[config.mk]
export PLATFORM = sky130hd
export DESIGN_NAME = rx_lane_config
export DESIGN_NICKNAME = d
export VERILOG_FILES = /design/src/rtl/rx_field_decode.v /design/src/rtl/rx_symbol_align.v /design/src/rtl/rx_lane_config.v
export VERILOG_INCLUDE_DIRS = /design/src /design/src/rtl
export SDC_FILE = /design/constraint.sdc
export NUM_CORES = 1
export LEC_CHECK = 0
export BUFFER_PORTS_ARGS = -buffer_cell sky130_fd_sc_hd__buf_2
export CAP_MARGIN = 20
export CELL_PAD_IN_SITES_DETAIL_PLACEMENT = 0
export CELL_PAD_IN_SITES_GLOBAL_PLACEMENT = 1
export CORE_MARGIN = 2
export CORE_UTILIZATION = 40
export DETAILED_ROUTE_END_ITERATION = 8
export PLACE_DENSITY_LB_ADDON = 0.1
export SYNTH_ARGS = -nofsm -noshare
export SYNTH_HDL_FRONTEND = slang
export SYNTH_HIERARCHICAL = 1
export SYNTH_SLANG_ARGS = --single-unit
[constraint.sdc]
create_clock -name clk -period 2.7 [get_ports clk]
set_input_delay 0.27 -clock clk [delete_from_list [all_inputs] [get_ports clk]]
set_output_delay 0.27 -clock clk [all_outputs]
set_load 0.1 [all_outputs]
[src/rtl/rx_lane_defines.vh]
// Constants for the receive lane configuration register block.
// Assumes inclusion by design files only; definitions, no logic.
`ifndef RX_LANE_DEFINES_VH
`define RX_LANE_DEFINES_VH

// ----------------------------------------
// Register map
// ----------------------------------------
`define RX_CFG_OFFSET      12'h000
`define RX_CFG_RESET       32'h0000_0000
`define RX_ADDR_BITS       12

// ----------------------------------------
// Field positions
// ----------------------------------------
`define F_EQ_HI            22
`define F_EQ_LO            19
`define F_REC_HI           18
`define F_REC_LO           16
`define F_LOSS_HI          15
`define F_LOSS_LO          14
`define F_ALIGN_HI         13
`define F_ALIGN_LO         12
`define F_RSV11            11
`define F_TERM_HI          10
`define F_TERM_LO          8
`define F_POL              7
`define F_RATE_HI          6
`define F_RATE_LO          5
`define F_WIDTH_HI         4
`define F_WIDTH_LO         2
`define F_RSV1             1
`define F_ENABLE           0
`define F_RSV25_24_HI      25
`define F_RSV25_24_LO      24

// Writable bits: 25..24 and 22..0; 31..26 and 23 read zero
`define RX_CFG_WMASK       32'h037F_FFFF

// ----------------------------------------
// Field codes
// ----------------------------------------
`define ALIGN_OFF          2'h0
`define ALIGN_COMMA        2'h1
`define ALIGN_JOG          2'h2
`define LOSS_OFF           2'h0
`define LOSS_HIGH          2'h1
`define LOSS_LOW           2'h2
`define RATE_FULL          2'h0
`define RATE_HALF          2'h1
`define RATE_QUARTER       2'h2
`define SYMBOL_BITS        10
`define COMMA_PATTERN      7'h1F

`endif

[src/rtl/rx_field_decode.v]
// Decodes the recovery field into order and fast lock flags, and the loss and rate fields into one-hot selects.
// Assumes the fields come straight from the configuration register.
`timescale 1ns/1ps
module rx_field_decode (
    input  wire [2:0] recovery_algorithm_select,
    input  wire [1:0] signal_loss_threshold,
    input  wire [1:0] rate_select,
    output wire       rec_second_order,
    output wire       rec_fast_lock,
    output wire [1:0] rec_order_speed,
    output wire       loss_detect_enable,
    output wire       loss_high_threshold,
    output wire       loss_low_threshold,
    output wire       rate_full,
    output wire       rate_half,
    output wire       rate_quarter
);
`include "rx_lane_defines.vh"

    // recovery algorithm decode
    assign rec_fast_lock    = recovery_algorithm_select[2];
    assign rec_order_speed  = recovery_algorithm_select[1:0];
    assign rec_second_order = (recovery_algorithm_select[1:0] != 2'h0);

    // signal loss decode, reserved code detects nothing
    assign loss_high_threshold = (signal_loss_threshold == `LOSS_HIGH);
    assign loss_low_threshold  = (signal_loss_threshold == `LOSS_LOW);
    assign loss_detect_enable  = loss_high_threshold | loss_low_threshold;

    // rate decode, reserved code selects nothing
    assign rate_full    = (rate_select == `RATE_FULL);
    assign rate_half    = (rate_select == `RATE_HALF);
    assign rate_quarter = (rate_select == `RATE_QUARTER);

endmodule

[src/rtl/rx_symbol_align.v]
// Symbol aligner: holds a bit offset into a 20-bit window of received bits.
// Assumes one serial bit per enabled clock, already polarity corrected.
`timescale 1ns/1ps
module rx_symbol_align #(
    parameter SYM_BITS = 10
) (
    input  wire                clk,
    input  wire                rst,
    input  wire                ce,
    input  wire                enable,
    input  wire [1:0]          align_mode,
    input  wire                bit_in,
    output reg  [SYM_BITS-1:0] symbol,
    output reg                 symbol_valid,
    output reg  [3:0]          offset,
    output reg                 jog_pulse
);
`include "rx_lane_defines.vh"

    reg  [2*SYM_BITS-1:0] shreg;
    reg  [3:0]            bitcnt;
    reg  [1:0]            prev_mode;
    reg  [3:0]            comma_pos;
    reg                   comma_found;
    integer               i;

    wire jog_edge = ~prev_mode[1] & align_mode[1];

    // Comma search over every symbol start; the comma fills the first seven bits of a symbol
    always @* begin
        comma_found = 1'b0;
        comma_pos   = 4'h0;
        for (i = 0; i < SYM_BITS; i = i + 1) begin
            if (!comma_found && ((shreg[i + 3 +: 7] == `COMMA_PATTERN) || (shreg[i + 3 +: 7] == ~`COMMA_PATTERN))) begin
                comma_found = 1'b1;
                comma_pos   = i[3:0];
            end
        end
    end

    always @(posedge clk) begin
        if (rst) begin
            shreg        <= {2*SYM_BITS{1'b0}};
            bitcnt       <= 4'h0;
            prev_mode    <= 2'h0;
            offset       <= 4'h0;
            symbol       <= {SYM_BITS{1'b0}};
            symbol_valid <= 1'b0;
            jog_pulse    <= 1'b0;
        end else if (ce) begin
            prev_mode    <= align_mode;
            symbol_valid <= 1'b0;
            jog_pulse    <= 1'b0;
            if (enable) begin
                shreg <= {shreg[2*SYM_BITS-2:0], bit_in};
                if (bitcnt == SYM_BITS - 1) begin
                    bitcnt       <= 4'h0;
                    symbol       <= shreg[offset +: SYM_BITS];
                    symbol_valid <= 1'b1;
                end else begin
                    bitcnt <= bitcnt + 4'h1;
                end
            end
            // one bit jog on 0x to 1x change
            if (jog_edge) begin
                jog_pulse <= 1'b1;
                offset    <= (offset == SYM_BITS - 1) ? 4'h0 : offset + 4'h1;
            // realign on misaligned comma
            // Judged only at a symbol boundary; mid-symbol the comma slides one place per bit
            end else if (enable && bitcnt == SYM_BITS - 1 && align_mode == `ALIGN_COMMA && comma_found
                         && comma_pos != offset) begin
                offset <= comma_pos;
            end
            // code 00 never moves the offset, even on entry
        end
    end

endmodule

[src/rtl/rx_lane_config.v]
// Receive lane configuration register with APB slave access.
// Assumes an APB master on clk; the analog receiver consumes the field outputs.
`timescale 1ns/1ps
`include "rx_lane_defines.vh"

// Function
// Bits 31 to 26 always read as zero.
// Software writes zeros to bits 25 and 24.
// Bit 23 always reads as zero.
// Four-bit equalizer field held fully writable and driven to receiver.
// Three-bit recovery code decodes order and fast lock.
// Loss field: off, high threshold, low threshold, reserved.
// Alignment code 00 performs no alignment, held or on entry.
// Alignment code 01 realigns on a misaligned comma.
// Upper alignment bit rising jogs alignment by exactly one bit.
// Software writes zero to bit 11.
// Software programs termination only with 001.
// Polarity bit set inverts the receive pair before recovery.
// Polarity clear means true line is positive, set means negative.
// Rate field: full, half, quarter, reserved.
// Software writes 000 to the parallel width field.
// Enable bit zero disables receiver, one enables it.
// Writable fields reset to zero and read back last written value.
module rx_lane_config #(
    parameter SYM_BITS = `SYMBOL_BITS
) (
    input  wire                clk,
    input  wire                rst,
    input  wire                ce,
    input  wire                psel,
    input  wire                penable,
    input  wire                pwrite,
    input  wire [11:0]         paddr,
    input  wire [31:0]         pwdata,
    output wire                pready,
    output reg  [31:0]         prdata,
    output wire                pslverr,
    input  wire                receive_differential_line,
    output wire                recovered_bit,
    output wire [SYM_BITS-1:0] rx_symbol,
    output wire                rx_symbol_valid,
    output wire [3:0]          align_offset,
    output wire                align_jog,
    output wire [3:0]          equalizer_setting,
    output wire [2:0]          recovery_algorithm_select,
    output wire                rec_second_order,
    output wire                rec_fast_lock,
    output wire [1:0]          rec_order_speed,
    output wire [1:0]          signal_loss_threshold,
    output wire                loss_detect_enable,
    output wire                loss_high_threshold,
    output wire                loss_low_threshold,
    output wire [2:0]          termination_select,
    output wire                receive_polarity_swap,
    output wire                rate_full,
    output wire                rate_half,
    output wire                rate_quarter,
    output wire [2:0]          parallel_width_select,
    output wire                receiver_enable
);

    // ----------------------------------------
    // Register storage
    // ----------------------------------------
    reg  [31:0] receive_lane_configuration;
    reg  [31:0] next_prdata;
    reg         line_q;

    wire hit     = (paddr == `RX_CFG_OFFSET);
    wire access  = psel & penable;
    wire wr_take = access & pwrite & hit & ce;

    // Single cycle access phase; unmapped addresses answer with an error
    assign pready  = 1'b1;
    assign pslverr = access & ~hit;

    always @(posedge clk) begin
        if (rst) begin
            // reset to zero
            receive_lane_configuration <= `RX_CFG_RESET;
        end else if (wr_take) begin
            // capture written value
            // R3: read-only bits never stored
            receive_lane_configuration <= pwdata & `RX_CFG_WMASK;
        end
    end

    // ----------------------------------------
    // Read path
    // ----------------------------------------
    // Read data leaves a flop loaded in the setup cycle so it is steady in the access phase
    always @* begin
        next_prdata = prdata;
        if (psel && !penable && !pwrite) begin
            next_prdata = hit ? (receive_lane_configuration & `RX_CFG_WMASK) : 32'h0000_0000;
        end
    end

    always @(posedge clk) begin
        if (rst) begin
            prdata <= 32'h0000_0000;
        end else if (ce) begin
            prdata <= next_prdata;
        end
    end

    // ----------------------------------------
    // Field outputs
    // ----------------------------------------
    // equalizer field to receiver
    assign equalizer_setting         = receive_lane_configuration[`F_EQ_HI:`F_EQ_LO];
    assign recovery_algorithm_select = receive_lane_configuration[`F_REC_HI:`F_REC_LO];
    assign signal_loss_threshold     = receive_lane_configuration[`F_LOSS_HI:`F_LOSS_LO];
    // passed through as written; software keeps it valid
    assign termination_select        = receive_lane_configuration[`F_TERM_HI:`F_TERM_LO];
    assign receive_polarity_swap     = receive_lane_configuration[`F_POL];
    // passed through; software keeps it zero
    assign parallel_width_select     = receive_lane_configuration[`F_WIDTH_HI:`F_WIDTH_LO];
    // receiver enable bit
    assign receiver_enable           = receive_lane_configuration[`F_ENABLE];

    rx_field_decode u_decode (
        .recovery_algorithm_select (recovery_algorithm_select),
        .signal_loss_threshold     (signal_loss_threshold),
        .rate_select               (receive_lane_configuration[`F_RATE_HI:`F_RATE_LO]),
        .rec_second_order          (rec_second_order),
        .rec_fast_lock             (rec_fast_lock),
        .rec_order_speed           (rec_order_speed),
        .loss_detect_enable        (loss_detect_enable),
        .loss_high_threshold       (loss_high_threshold),
        .loss_low_threshold        (loss_low_threshold),
        .rate_full                 (rate_full),
        .rate_half                 (rate_half),
        .rate_quarter              (rate_quarter)
    );

    // ----------------------------------------
    // Receive data path
    // ----------------------------------------
    // R13: polarity swap ahead of recovery
    always @(posedge clk) begin
        if (rst) begin
            line_q <= 1'b0;
        end else if (ce) begin
            line_q <= receive_differential_line ^ receive_polarity_swap;
        end
    end

    // gated to zero while disabled
    assign recovered_bit = line_q & receiver_enable;

    rx_symbol_align #(
        .SYM_BITS (SYM_BITS)
    ) u_align (
        .clk          (clk),
        .rst          (rst),
        .ce           (ce),
        .enable       (receiver_enable),
        .align_mode   (receive_lane_configuration[`F_ALIGN_HI:`F_ALIGN_LO]),
        .bit_in       (line_q),
        .symbol       (rx_symbol),
        .symbol_valid (rx_symbol_valid),
        .offset       (align_offset),
        .jog_pulse    (align_jog)
    );

endmodule

# [Yosys cells after proc, flatten, opt, wreduce, memory -nomap -nowiden]
# Cells that the tools add are included.
[totals] ff_bits=100 latchBits=0 ram_bits=0 mem_bits_ro=0 in_bits=51 output_inout_bits=78 elab_cells=123 memories=0
[op_classes] add_sub_neg=2 multipliers=0 div=0 n_lt_le_gt_ge=0 n_eq_ne=28 n_shift=1 muxes=27 bitwise=11 n_reduce_logical=44
[op_table] cell="$eq 7x5->1 const B" n=10
[op_table] cell="$eq 7x7->1 const B" n=10
[op_table] cell="$mux 26" n=1
[op_table] cell="$mux 4" n=6
[op_table] cell="$shiftx 20x5->10" n=1
[op_table] cell="$logic_and 1x1->1" n=15
[op_table] cell="$mux 1" n=14
[op_table] cell="$logic_not 12->1" n=1
[op_table] cell="$mux 3" n=4
[op_table] cell="$logic_not 1->1" n=11
[op_table] cell="$logic_or 1x1->1" n=10
[op_table] cell="$add 4x1->4 const B" n=2
[op_table] cell="$eq 4x4->1 const B" n=2
[op_table] cell="$and 1x1->1" n=7
[op_table] cell="$eq 2x1->1 const B" n=3
[op_table] cell="$reduce_and 2->1" n=3
[op_table] cell="$eq 2x2->1 const B" n=2
[op_table] cell="$mux 2" n=2
[op_table] cell="$ne 4x4->1" n=1
[op_table] cell="$reduce_bool 2->1" n=2
[op_table] cell="$reduce_and 3->1" n=1
[op_table] cell="$logic_not 2->1" n=1
[op_table] cell="$not 1->1" n=2
[op_table] cell="$or 1x1->1" n=1
[op_table] cell="$xor 1x1->1" n=1

# [Logic depth before layout (Yosys ltp)]
# Gate-level depths: netlist of the first run.
[depth] ltp_word=34 ltp_mapped=11 depth_no_buf=9

# [Cells and area by module]
# Netlist of the first run, hierarchy kept.
[by_module_without_submodules] module="rx_symbol_align" n_inst=1 cells_each=375 area_each_um2=2919.0
[by_module_without_submodules] module="rx_lane_config" n_inst=1 cells_each=201 area_each_um2=2326.0
[by_module_without_submodules] module="rx_field_decode" n_inst=1 cells_each=12 area_each_um2=83.8

# [Worst setup path after synthesis of the first run]
# OpenSTA, ideal clock, no wires.
[synth_path] kind="register -> register" start="reg u_align.offset[1]" end="reg u_align.symbol[7]" setup_time_ns=0.132 t_arrival_ns=2.694 path_slack_ns=-0.127 stages_incl_launch_ff=9 n_path_buf=3 synth_period_minus_slack_ns=2.827 path_cell_list="dfxtp_1 -> clkbuf_1 -> buf_1 -> clkbuf_1 -> mux4_2 -> o21ai_0 -> nand2_1 -> o211ai_1 -> a21oi_1"
[synth_via] elab_chain_cells=1
[synth_lines] element="start, declared" line="rx_symbol_align.v:15" text="output reg [3:0] offset,"
[synth_lines] element="start signal, assigned" line="rx_symbol_align.v:67" text="offset <= (offset == SYM_BITS - 1) ? 4'h0 : offset + 4'h1;"
[synth_lines] element="start signal, assigned" line="rx_symbol_align.v:72" text="offset <= comma_pos;"
[synth_lines] element="$shiftx 20x5->10" line="rx_symbol_align.v:58" text="symbol <= shreg[offset +: SYM_BITS];"
[synth_lines] element="end signal, assigned" line="rx_symbol_align.v:47" text="symbol <= {SYM_BITS{1'b0}};"
[synth_lines] element="end signal, assigned" line="rx_symbol_align.v:58"
[synth_lines] element="end, declared" line="rx_symbol_align.v:13" text="output reg [SYM_BITS-1:0] symbol,"
# Every way passes these cells.
# A chain may end at the register's enable or synchronous reset.

# [Worst setup path in the final report of the first run]
[layout_path] start="reg u_align.shreg[9]" end="reg u_align.offset[0]"
[layout_via] elab_chain_cells=34 word_cells_on_any_way=65 classes_between="eq/ne: 15; mux: 21; reduce/logical: 29"
[layout_lines] element="start, declared" line="rx_symbol_align.v:20" text="reg [2*SYM_BITS-1:0] shreg;"
[layout_lines] element="start signal, assigned" line="rx_symbol_align.v:43" text="shreg <= {2*SYM_BITS{1'b0}};"
[layout_lines] element="start signal, assigned" line="rx_symbol_align.v:55" text="shreg <= {shreg[2*SYM_BITS-2:0], bit_in};"
[layout_lines] element="$eq 7x5->1 (no line) or $eq 7x7->1 (tied branches)"
[layout_lines] element="$logic_or 1x1->1" line="rx_symbol_align.v:34" text="if (!comma_found && ((shreg[i + 3 +: 7] == `COMMA_PATTERN) || (shreg[i + 3 +: 7] == ~`COMMA_PATTERN))) begin"
[layout_lines] element="$mux 1" line="rx_symbol_align.v:34"
[layout_lines] element="$logic_not 1->1" line="rx_symbol_align.v:34"
[layout_lines] element="$logic_and 1x1->1" line="rx_symbol_align.v:34"
[layout_lines] element="$mux 1" line="rx_symbol_align.v:34"
[layout_lines] element="$logic_not 1->1" line="rx_symbol_align.v:34"
[layout_lines] element="$logic_and 1x1->1" line="rx_symbol_align.v:34"
[layout_lines] element="[... 18 more ...]"
[layout_lines] element="$mux 1" line="rx_symbol_align.v:34"
[layout_lines] element="$logic_not 1->1" line="rx_symbol_align.v:34"
[layout_lines] element="$logic_and 1x1->1" line="rx_symbol_align.v:34"
[layout_lines] element="$mux 4 or $mux 1 (tied branches)" line="rx_symbol_align.v:34"
[layout_lines] element="$ne 4x4->1 or $logic_and 1x1->1 (tied branches)" line="rx_symbol_align.v:71, rx_symbol_align.v:70"
[layout_lines] element="$logic_and 1x1->1" line="rx_symbol_align.v:70" text="end else if (enable && bitcnt == SYM_BITS - 1 && align_mode == `ALIGN_COMMA && comma_found"
[layout_lines] element="$reduce_bool 2->1 (no line)"
[layout_lines] element="$reduce_and 2->1 (no line)"
# Several ways; a longest one is shown, not always the timed one. The select of a mux whose other input is x is not followed.

==> results of run 1 <==
layout make-up:
cell class / instances / area, um2
clock inverters: 5 / 67.6
repair buffers: 144 / 811
inverters: 9 / 33.8
multi-input cells: 417 / 3020
well taps: 176 / 220
fillers: 1295 / 6890
clock buffers: 11 / 243
flip-flops and latches: 92 / 1860
layer usage:
| layer | track usage (%) | part of all wire [%] | vias to the layer above |
|---|---|---|---|
| met5 | 0 | 0.12 | - |
| met4 | 6.03 | 1.8 | 2 |
| met3 | 6.03 | 6.7 | 20 |
| met2 | 30.4 | 47 | 125 |
| met1 | 22.4 | 45 | 2041 |
| li1 | - | - | 2197 |
how the worst max path moves through the flow:
stage | startpoint | slack, ns | end
after floorplan | u_align/offset[0]$_SDFFE_PP0P_ | 0.02 | u_align/offset[0]$_SDFFE_PP0P_
after global placement | u_align/shreg[9]$_SDFFE_PP0P_ | 0.08 | u_align/offset[0]$_SDFFE_PP0P_
after detailed placement | u_align/shreg[11]$_SDFFE_PP0P_ | 0.06 | u_align/offset[0]$_SDFFE_PP0P_
after CTS | u_align/shreg[8]$_SDFFE_PP0P_ | 0.03 | u_align/offset[0]$_SDFFE_PP0P_
after global routing | u_align/shreg[9]$_SDFFE_PP0P_ | -0.005 | u_align/offset[0]$_SDFFE_PP0P_
final | u_align/shreg[9]$_SDFFE_PP0P_ | 0.10 | u_align/offset[0]$_SDFFE_PP0P_
cells in the mapped netlist, drive strengths merged (11+ instances only):
library cell | number | area (um2)
nor2 | 35 | 136
clkbuf | 30 | 134
nor3 | 11 | 55.1
dfxtp | 92 | 1840
a211oi | 13 | 103
o2bb2ai | 26 | 353
a21oi | 44 | 220
buf | 45 | 377
nand2b | 56 | 350
nand2 | 70 | 265
o21ai | 20 | 115
mux2i | 41 | 410
power groups by stage:
stage          registers [W]  clock network (W)  logic [W]
2_1_floorplan        0.00139                  0   0.000119
3_3_place_gp         0.00139                  0   0.000155
3_5_place_dp         0.00139                  0   0.000158
4_1_cts              0.00136            0.00138   0.000158
5_1_grt              0.00136            0.00144   0.000168
6_report             0.00136            0.00134   0.000156
kinds of logic (layout without fill, tap and decap cells):
logic type / after synthesis / after routing / share of synthesized area, %
simple gates: 222 / 222 / 22.9
compound gates: 128 / 128 / 19.3
flops: 92 / 92 / 34.6
buf+inv: 85 / 169 / 10.6
mux: 50 / 50 / 10.9
xor+xnor: 7 / 7 / 1.15
fa+ha+maj: 2 / 2 / 0.470
other cells: 2 / 8 / 0.141
state kept, by name (all words and copies together) (netlist names), 4 cells and up:
signal and count:
u_align/symbol 10, u_align/shreg 20, receive_lane_configuration 25, u_align/offset 4, prdata 25, u_align/bitcnt 4
worst max-delay path, stage by stage (launching register included):
cell      delay, ns
dfxtp_4        0.37
buf_4          0.15
or3b_4         0.39
o221ai_4       0.20
o31ai_4        0.11
nand2_2        0.11
nor3_2         0.05
buf_4          0.14
xnor2_1        0.12
o41a_1         0.52
o211a_1        0.16
o21ba_1        0.17
what timing repair did:
item,4_1_cts,5_1_grt
resized for setup,0,19
buffers inserted,0,1
setup endpoints to repair,0,4
metrics by stage:
step                instance area, um2  instances  hold WS [ns]
finish                            6250        854         0.178
global route                      6250        854         0.171
CTS                               6160        853         0.157
detailed placement                5850        837         0.445
global placement                  5850        837         0.440
floorplan                         5350        594         0.366
==> flow_metrics.env, run 1 <==
export IMPL_numCtsBuffers=9
export IMPL_fp_row_count=42
export IMPL_overflow=0
export IMPL_drt_initial_drc_count=192
export IMPL_nNetsFinal=726
export IMPL_synth_seq_area_share_pct=34.6
export IMPL_worstSetupPathType="reg2reg"
export IMPL_hp_start="pwdata[15]"
export IMPL_end_kind="flip-flop"
export IMPL_rr_startpoint="u_align/shreg[9]$_SDFFE_PP0P_"
export IMPL_p_seq_share_pct=47.6
export IMPL_whs_endpoint="receive_lane_configuration[15]$_SDFFE_PP0P_"
export IMPL_die_h_um=119
export IMPL_drive_gt1_share_pct=33.3
export IMPL_die_w_um=119
export IMPL_reg2reg_slack_ns=0.10
export IMPL_vdd_drop_max_mv=0.287
export IMPL_mostFrequentLayoutCell="buf_2"
export IMPL_ys_warn_count=6
export IMPL_portBuffers=113
export IMPL_cts_sinks=92
export IMPL_clk_latency_ns=0.35
export IMPL_place_gp_congestion=0.852
export IMPL_setup_viol=0
export IMPL_synth_seq_cells=92
export IMPL_core_um2=13100
export IMPL_required_ns=2.94
export IMPL_grt_pass1_vias=4377
export IMPL_fin_crit_sh_pct=96.3
export IMPL_hold_depth=3
export IMPL_total_power_w=0.00285
export IMPL_diodes=0
export IMPL_vias=4385
export IMPL_power_leakage_nw=2.47
export IMPL_clk_pin_slew_ns=0.07
export IMPL_synth_distinct_cells=75
export IMPL_fin_skew_ns=0.00588
export IMPL_root_buffer="clkbuf_16"
export IMPL_routedWlPerCell_um=15.1
export IMPL_fin_crit_ns=2.60
export IMPL_p_sw_share_pct=24.0
export IMPL_clock_fmax_mhz=385
export IMPL_slew_viol_final=0
export IMPL_syn_cell_area_um2=5330
export IMPL_grt_total_usage_pct=18.3
export IMPL_slew_headroom_pct=39.8
export IMPL_avgViaCountPerCell=5.13
export IMPL_ys_flop_type="dfxtp_1"
export IMPL_grt_pass1_wl_mm=21.0
export IMPL_start_util_pct=40.6
export IMPL_p_int_w=0.00217
export IMPL_async_flop_share_pct=0
export IMPL_p_comb_share_pct=5.5
export IMPL_grt_max_degree=94
export IMPL_cp_max_fo=7
export IMPL_drt_pass1_iterations=4
export IMPL_tightestPinTransition_ns=0.902
export IMPL_worst_ep_arrival_time_ns=2.84
export IMPL_synth_edf_count=0
export IMPL_cts_max_level=3
export IMPL_reg2regPathDepth=11
export IMPL_hold_path_class="in2reg"
export IMPL_tritoncts="yes"
export IMPL_netlist_instances=588
export IMPL_areaGrowthSynthToFinish_pct=17.2
export IMPL_p_clk_share_pct=46.9
export IMPL_io_pins=129
export IMPL_switchingPower_w=0.000685
export IMPL_fin_ws_ns=0.101
export IMPL_outcome="completed"
export IMPL_post_dp_hpwl_mm=8.88
export IMPL_hold_viol=0
export IMPL_final_util_pct=47.6
export IMPL_avgSynthCellArea_um2=9.06
export IMPL_wl_mm=12.9
export IMPL_final_cell_mix="buf_2, dfxtp_1, nand2_1"
export IMPL_antenna_left=0
export IMPL_drv_cap=0
export IMPL_antenna_found_initial=1
export IMPL_drc_errors=0
export IMPL_clock_path_buffers=2
export IMPL_pre_cts_ws_ns=0.0561
export IMPL_ctsHoldBuffers=0
export IMPL_crit_path_start_kind="flip-flop"
export IMPL_tns_ns=0
export IMPL_pwr_density_cell_nw_per_um2=456
export IMPL_reg2reg_to="u_align/offset[0]$_SDFFE_PP0P_"
export IMPL_die_area_um2=14300
Note: power is estimated with default switching activity, not from simulation.
==> inputs of run 2 (changes only) <==
--- a/config.mk
+++ b/config.mk
@@ -6,12 +6,13 @@
 export SDC_FILE = /design/constraint.sdc
 export NUM_CORES = 1
 export LEC_CHECK = 0
+export ABC_AREA = 1
 export BUFFER_PORTS_ARGS = -buffer_cell sky130_fd_sc_hd__buf_2
 export CAP_MARGIN = 20
 export CELL_PAD_IN_SITES_DETAIL_PLACEMENT = 0
 export CELL_PAD_IN_SITES_GLOBAL_PLACEMENT = 1
 export CORE_MARGIN = 2
-export CORE_UTILIZATION = 40
+export CORE_UTILIZATION = 38
 export DETAILED_ROUTE_END_ITERATION = 8
 export PLACE_DENSITY_LB_ADDON = 0.1
 export SYNTH_ARGS = -nofsm -noshare
==> flow_metrics.env, run 2 <==
export IMPL_outcome="completed"
export IMPL_worst_ep_arrival_time_ns=2.68
export IMPL_clock_path_buffers=2
export IMPL_syn_cell_area_um2=5590
export IMPL_async_flop_share_pct=0
export IMPL_synth_seq_cells=92
export IMPL_yosysMostFrequentCell="nand2_1"
export IMPL_vdd_drop_max_mv=0.273
export IMPL_cp_common_cell="nand2_1"
export IMPL_grt_max_degree=52
export IMPL_largestRegisters="prdata (25), receive_lane_configuration (25), u_align/shreg (20)"
export IMPL_post_dp_hpwl_mm=10.5
export IMPL_required_ns=2.99
export IMPL_slew_headroom_pct=58.6
export IMPL_ys_flop_type="dfxtp_1"
export IMPL_p_int_w=0.00220
export IMPL_critical_path_buf_inv_count=1
export IMPL_critPathMaxStageDelay_ns=0.62
export IMPL_multi_input_area_um2=2820
export IMPL_netlist_instances=879
export IMPL_fin_crit_sh_pct=88.6
export IMPL_fin_ws_ns=0.307
export IMPL_drv_cap=0
export IMPL_tritoncts="yes"
export IMPL_critical_path_top_delay_family="simple AND/OR/NAND/NOR gates"
export IMPL_switchingPower_w=0.000802
export IMPL_vias=5521
export IMPL_overflow=0
export IMPL_die_w_um=125
export IMPL_final_cell_mix="nand2_1, inv_1, buf_2"
export IMPL_grt_total_usage_pct=19.3
export IMPL_p_seq_share_pct=45.8
export IMPL_synthTopCellsByArea="dfxtp_1, nand2_1, inv_1"
export IMPL_drt_pass1_iterations=5
export IMPL_power_leakage_nw=3.14
export IMPL_hold_depth=2
export IMPL_synth_distinct_cells=41
export IMPL_wl_mm=15.1
export IMPL_end_kind="flip-flop"
export IMPL_crit_chain="nand2_2 > nor2_1 > nand2_1 > nand2_2 > inv_2 > nand2_1 > nor2_2 > nand4_1 > nor2_1 > o21ai_1 > nand2_1 > nand2_1 > nand3_2 > nand2_4 > nand2_4 > nand2_1 > nand2_1 > nor2_1"
export IMPL_antenna_left=0
export IMPL_p_clk_share_pct=45.0
export IMPL_grt_pass1_wl_mm=25.1
export IMPL_cts_setup_buffers=0
export IMPL_critPathSlowestCell="dfxtp_1"
export IMPL_p_comb_share_pct=9.2
export IMPL_clk_latency_ns=0.35
export IMPL_pwr_density_cell_nw_per_um2=471
export IMPL_antenna_found_initial=0
export IMPL_diodes=0
export IMPL_cts_sinks=92
export IMPL_hp_start="rst"
export IMPL_numCtsBuffers=9
export IMPL_synth_top_area_share_pct=32.9
export IMPL_drt_initial_drc_count=340
export IMPL_crit_path_start_kind="flip-flop"
export IMPL_fin_crit_ns=2.39
export IMPL_drc_errors=0
export IMPL_ctsHoldBuffers=0
export IMPL_synth_seq_area_share_pct=32.9
export IMPL_synth_top_cell_by_area="dfxtp_1"
export IMPL_slew_viol_final=0
export IMPL_nNetsFinal=994
export IMPL_avgViaCountPerCell=4.89
export IMPL_p_sw_share_pct=26.7
export IMPL_fp_row_count=44
export IMPL_grt_pass1_vias=5217
export IMPL_whs_endpoint="u_align/jog_pulse$_SDFFE_PP0P_"
export IMPL_die_area_um2=15700
export IMPL_start_util_pct=38.6
export IMPL_tightestPinTransition_ns=0.621
export IMPL_ys_warn_count=6
export IMPL_cp_max_fo=11
export IMPL_regArea_um2=1840
export IMPL_hold_path_class="in2reg"
export IMPL_tns_ns=0
export IMPL_place_gp_congestion=0.893
export IMPL_mostFrequentLayoutCell="nand2_1"
export IMPL_final_util_pct=44.0
export IMPL_reg2reg_slack_ns=0.31
export IMPL_cts_resized=0
export IMPL_n_fill_cell=1558
export IMPL_clock_fmax_mhz=418
export IMPL_reg2regPathDepth=18
export IMPL_pre_cts_ws_ns=0.359
export IMPL_routedWlPerCell_um=13.4
export IMPL_avgSynthCellArea_um2=6.36
export IMPL_grt_setup_unrepaired="false"
export IMPL_yosys_top_cells_count="nand2_1, inv_1, nor2_1"
export IMPL_io_pins=129
export IMPL_portBuffers=113
export IMPL_core_um2=14500
export IMPL_drive_gt1_share_pct=18.3
export IMPL_die_h_um=125
export IMPL_hold_viol=0
export IMPL_worstSetupPathType="reg2reg"
export IMPL_clk_pin_slew_ns=0.07
export IMPL_setup_viol=0
export IMPL_whs_ns=0.168
export IMPL_synth_edf_count=0
export IMPL_areaGrowthSynthToFinish_pct=13.9
export IMPL_reg2reg_to="u_align/offset[1]$_SDFFE_PP0P_"
export IMPL_rr_startpoint="u_align/shreg[9]$_SDFFE_PP0P_"
export IMPL_cts_max_level=3
export IMPL_fin_skew_ns=0.00572
export IMPL_root_buffer="clkbuf_16"
==> run 2: worst max-delay path by stage <==
stage | from | cells after the start | to | slack (ns)
after CTS | u_align/shreg[9]$_SDFFE_PP0P_ | 18 | u_align/offset[1]$_SDFFE_PP0P_ | 0.32
after global routing | u_align/shreg[9]$_SDFFE_PP0P_ | 18 | u_align/offset[1]$_SDFFE_PP0P_ | 0.02
after floorplan | paddr[3] | 5 | pslverr | 0.19
after detailed placement | u_align/shreg[9]$_SDFFE_PP0P_ | 18 | u_align/offset[1]$_SDFFE_PP0P_ | 0.36
after global placement | u_align/shreg[9]$_SDFFE_PP0P_ | 18 | u_align/offset[3]$_SDFFE_PP0P_ | 0.42
final | u_align/shreg[9]$_SDFFE_PP0P_ | 18 | u_align/offset[1]$_SDFFE_PP0P_ | 0.31
==> run 2: power groups by stage <==
stage               sequential [W]  clock [W]  combinational (W)
floorplan                  0.00150          0           0.000130
global placement           0.00141          0           0.000277
detailed placement         0.00141          0           0.000278
CTS                        0.00138    0.00138           0.000279
global route               0.00138    0.00143           0.000296
finish                     0.00138    0.00135           0.000276
==> run 2: cell type report <==
class                   count  share of cell area, %
clock buffers              12                   4.03
repair buffers            126                   10.6
flip-flops and latches     92                   28.9
clock inverters             4                  0.884
well taps                 184                   3.61
inverters                 132                   7.78
multi-input cells         580                   44.2
==> run 2: cells by family after synthesis <==
group | Yosys count | synth area share, %
buffers and inverters | 213 | 17.2
adder cells (fa/ha/maj) | 2 | 0.447
multiplexers | 7 | 1.25
AND/OR/NAND/NOR | 382 | 30.6
other | 2 | 0.134
AO/OA/AOI/OAI | 180 | 17.3
XOR/XNOR | 1 | 0.157
flip-flops | 92 | 32.9
==> run 2: per-stage QoR <==
stage / power [W] / std cells / instance area (um2)
floorplan: 0.00163 / 885 / 5620
global placement: 0.00168 / 1114 / 6060
detailed placement: 0.00169 / 1114 / 6060
CTS: 0.00304 / 1130 / 6370
global route: 0.00311 / 1130 / 6370
finish: 0.00300 / 1130 / 6370
==> run 2: worst reg2reg max path, delay by kind of cell, from the launching register on <==
kind / cells / cell delay (ns)
AO/OA/AOI/OAI: 1 / 0.12
AND/OR/NAND/NOR: 16 / 1.57
buffers and inverters: 1 / 0.03
flip-flops: 1 / 0.62
==> run 2: per-layer routing <==
layer,GRT usage (%),part of all wire [%],vias to the layer above
li1,-,-,2897
met1,23.4,46,2481
met2,33.3,47,120
met3,4.49,5.3,23
met4,7.25,2.1,0
met5,0,0,-
==> inputs of run 3 (changes only) <==
--- a/config.mk
+++ b/config.mk
@@ -11,7 +11,7 @@
 export CAP_MARGIN = 20
 export CELL_PAD_IN_SITES_DETAIL_PLACEMENT = 0
 export CELL_PAD_IN_SITES_GLOBAL_PLACEMENT = 1
-export CORE_MARGIN = 2
+export CORE_MARGIN = 8
 export CORE_UTILIZATION = 38
 export DETAILED_ROUTE_END_ITERATION = 8
 export PLACE_DENSITY_LB_ADDON = 0.1
==> flow_metrics.env, run 3 (same netlist as run 2, synthesis figures left out) <==
export IMPL_critPathSlowestCell="dfxtp_1"
export IMPL_die_h_um=137
export IMPL_hold_viol=0
export IMPL_grt_total_usage_pct=16.7
export IMPL_root_buffer="clkbuf_16"
export IMPL_grt_pass1_vias=5315
export IMPL_whs_endpoint="u_align/prev_mode[1]$_SDFFE_PP0P_"
export IMPL_antenna_found_initial=1
export IMPL_reg2reg_to="u_align/offset[1]$_SDFFE_PP0P_"
export IMPL_grt_max_degree=52
export IMPL_cp_common_cell="nand2_1"
export IMPL_fin_crit_ns=2.40
export IMPL_critical_path_buf_inv_count=1
export IMPL_clock_path_buffers=2
export IMPL_worst_ep_arrival_time_ns=2.63
export IMPL_p_comb_share_pct=9.2
export IMPL_clock_fmax_mhz=417
export IMPL_drt_initial_drc_count=260
export IMPL_required_ns=2.94
export IMPL_rr_startpoint="u_align/shreg[9]$_SDFFE_PP0P_"
export IMPL_crit_chain="nand2_2 > nor2_1 > nand2_1 > nand2_2 > inv_2 > nand2_1 > nor2_2 > nand4_1 > nor2_1 > nor2_1 > nand2_1 > nand2_1 > nand2_1 > nand3_2 > nand2_4 > nand2_4 > nand2_1 > nand2_1 > nor2_1"
export IMPL_use_met2_pct=28.2
export IMPL_p_sw_share_pct=26.6
export IMPL_numCtsBuffers=9
export IMPL_critical_path_top_delay_family="simple AND/OR/NAND/NOR gates"
export IMPL_pwr_density_cell_nw_per_um2=473
export IMPL_p_int_w=0.00220
export IMPL_crit_path_start_kind="flip-flop"
export IMPL_final_util_pct=43.9
export IMPL_outcome="completed"
export IMPL_p_clk_share_pct=45.0
export IMPL_drv_cap=0
export IMPL_switchingPower_w=0.000800
export IMPL_slew_headroom_pct=51.2
export IMPL_grt_setup_unrepaired="false"
export IMPL_fin_skew_ns=0.00602
export IMPL_vdd_drop_max_mv=0.275
export IMPL_core_um2=14500
export IMPL_regArea_um2=1840
export IMPL_cts_resized=0
export IMPL_p_seq_share_pct=45.8
export IMPL_critPathMaxStageDelay_ns=0.64
export IMPL_wl_mm=15.7
export IMPL_antenna_left=0
export IMPL_reg2reg_slack_ns=0.30
export IMPL_setup_viol=0
export IMPL_hold_depth=2
export IMPL_diodes=0
export IMPL_hold_path_class="in2reg"
export IMPL_cp_max_fo=11
export IMPL_use_met3_pct=5.54
export IMPL_end_kind="flip-flop"
export IMPL_overflow=0
export IMPL_clk_pin_slew_ns=0.07
export IMPL_tightestPinTransition_ns=0.731
export IMPL_use_met1_pct=19.5
export IMPL_routedWlPerCell_um=13.9
export IMPL_clk_latency_ns=0.34
export IMPL_die_area_um2=18900
export IMPL_fp_row_count=44
export IMPL_grt_pass1_wl_mm=25.6
export IMPL_mostFrequentLayoutCell="nand2_1"
export IMPL_nNetsFinal=993
export IMPL_die_w_um=137
export IMPL_place_gp_congestion=0.879
export IMPL_cts_sinks=92
export IMPL_hp_start="rst"
export IMPL_fin_crit_sh_pct=88.8
export IMPL_power_leakage_nw=3.13
export IMPL_cts_max_level=3
export IMPL_ctsHoldBuffers=0
export IMPL_start_util_pct=38.6
export IMPL_drt_pass1_iterations=4
export IMPL_io_pins=129
export IMPL_areaGrowthSynthToFinish_pct=13.6
export IMPL_n_fill_cell=1558
export IMPL_avgViaCountPerCell=4.85
export IMPL_grt_most_used_layer="met2"
export IMPL_fin_ws_ns=0.304
export IMPL_tritoncts="yes"
export IMPL_reg2regPathDepth=19
export IMPL_tns_ns=0
export IMPL_post_dp_hpwl_mm=11.3
export IMPL_drc_errors=0
export IMPL_drive_gt1_share_pct=18.3
export IMPL_multi_input_area_um2=2820
export IMPL_pre_cts_ws_ns=0.352
export IMPL_worstSetupPathType="reg2reg"
export IMPL_slew_viol_final=0
export IMPL_portBuffers=113
export IMPL_largestRegisters="prdata (25), receive_lane_configuration (25), u_align/shreg (20)"
export IMPL_cts_setup_buffers=0
export IMPL_final_cell_mix="nand2_1, inv_1, buf_2"
export IMPL_vias=5475
==> run 3: cell count changes in the layout (fill, tap and decap cells not counted) <==
cell / previous run / this run
clkbuf_1: 1 / 0
clkinv_4: 2 / 1
inv_8: 0 / 1
clkinvlp_4: 0 / 1
buf_12: 1 / 0
==> run 3: power groups by stage <==
stage          Combinational (W)  Clock [W]  Sequential (W)
5_1_grt                 0.000295    0.00145         0.00138
6_report                0.000277    0.00135         0.00138
3_3_place_gp            0.000278          0         0.00141
4_1_cts                 0.000278    0.00140         0.00138
2_1_floorplan           0.000130          0         0.00150
3_5_place_dp            0.000278          0         0.00141
==> run 3: how the worst max path moves through the flow <==
stage	cells past startpoint	start	end
after floorplan	5	paddr[3]	pslverr
after global placement	19	u_align/shreg[9]$_SDFFE_PP0P_	u_align/offset[3]$_SDFFE_PP0P_
after detailed placement	18	u_align/shreg[9]$_SDFFE_PP0P_	u_align/offset[1]$_SDFFE_PP0P_
after CTS	18	u_align/shreg[9]$_SDFFE_PP0P_	u_align/offset[1]$_SDFFE_PP0P_
after global routing	18	u_align/shreg[9]$_SDFFE_PP0P_	u_align/offset[1]$_SDFFE_PP0P_
final	19	u_align/shreg[9]$_SDFFE_PP0P_	u_align/offset[1]$_SDFFE_PP0P_
==> run 3: area by class of cell <==
cell class	count	share of cell area, %
clock buffers	11	3.98
clock inverters	5	1.04
inverters	132	7.79
multi-input cells	580	44.3
flip-flops and latches	92	29.0
well taps	184	3.62
repair buffers	125	10.3
==> run 3: through the flow <==
step | hold slack [ns] | instances | instance area [um2] | total power [W]
floorplan | 0.339 | 885 | 5620 | 0.00163
global placement | 0.454 | 1113 | 6040 | 0.00169
global route | 0.188 | 1129 | 6360 | 0.00313
detailed placement | 0.460 | 1113 | 6040 | 0.00169
CTS | 0.167 | 1129 | 6360 | 0.00305
finish | 0.178 | 1129 | 6360 | 0.00300
==> run 3: per-layer routing <==
layer  share of wire (%)  up-vias
met3                 6.2       17
met5               0.083        -
met1                  45     2431
met2                  47      123
met4                 1.5        2
li1                    -     2902
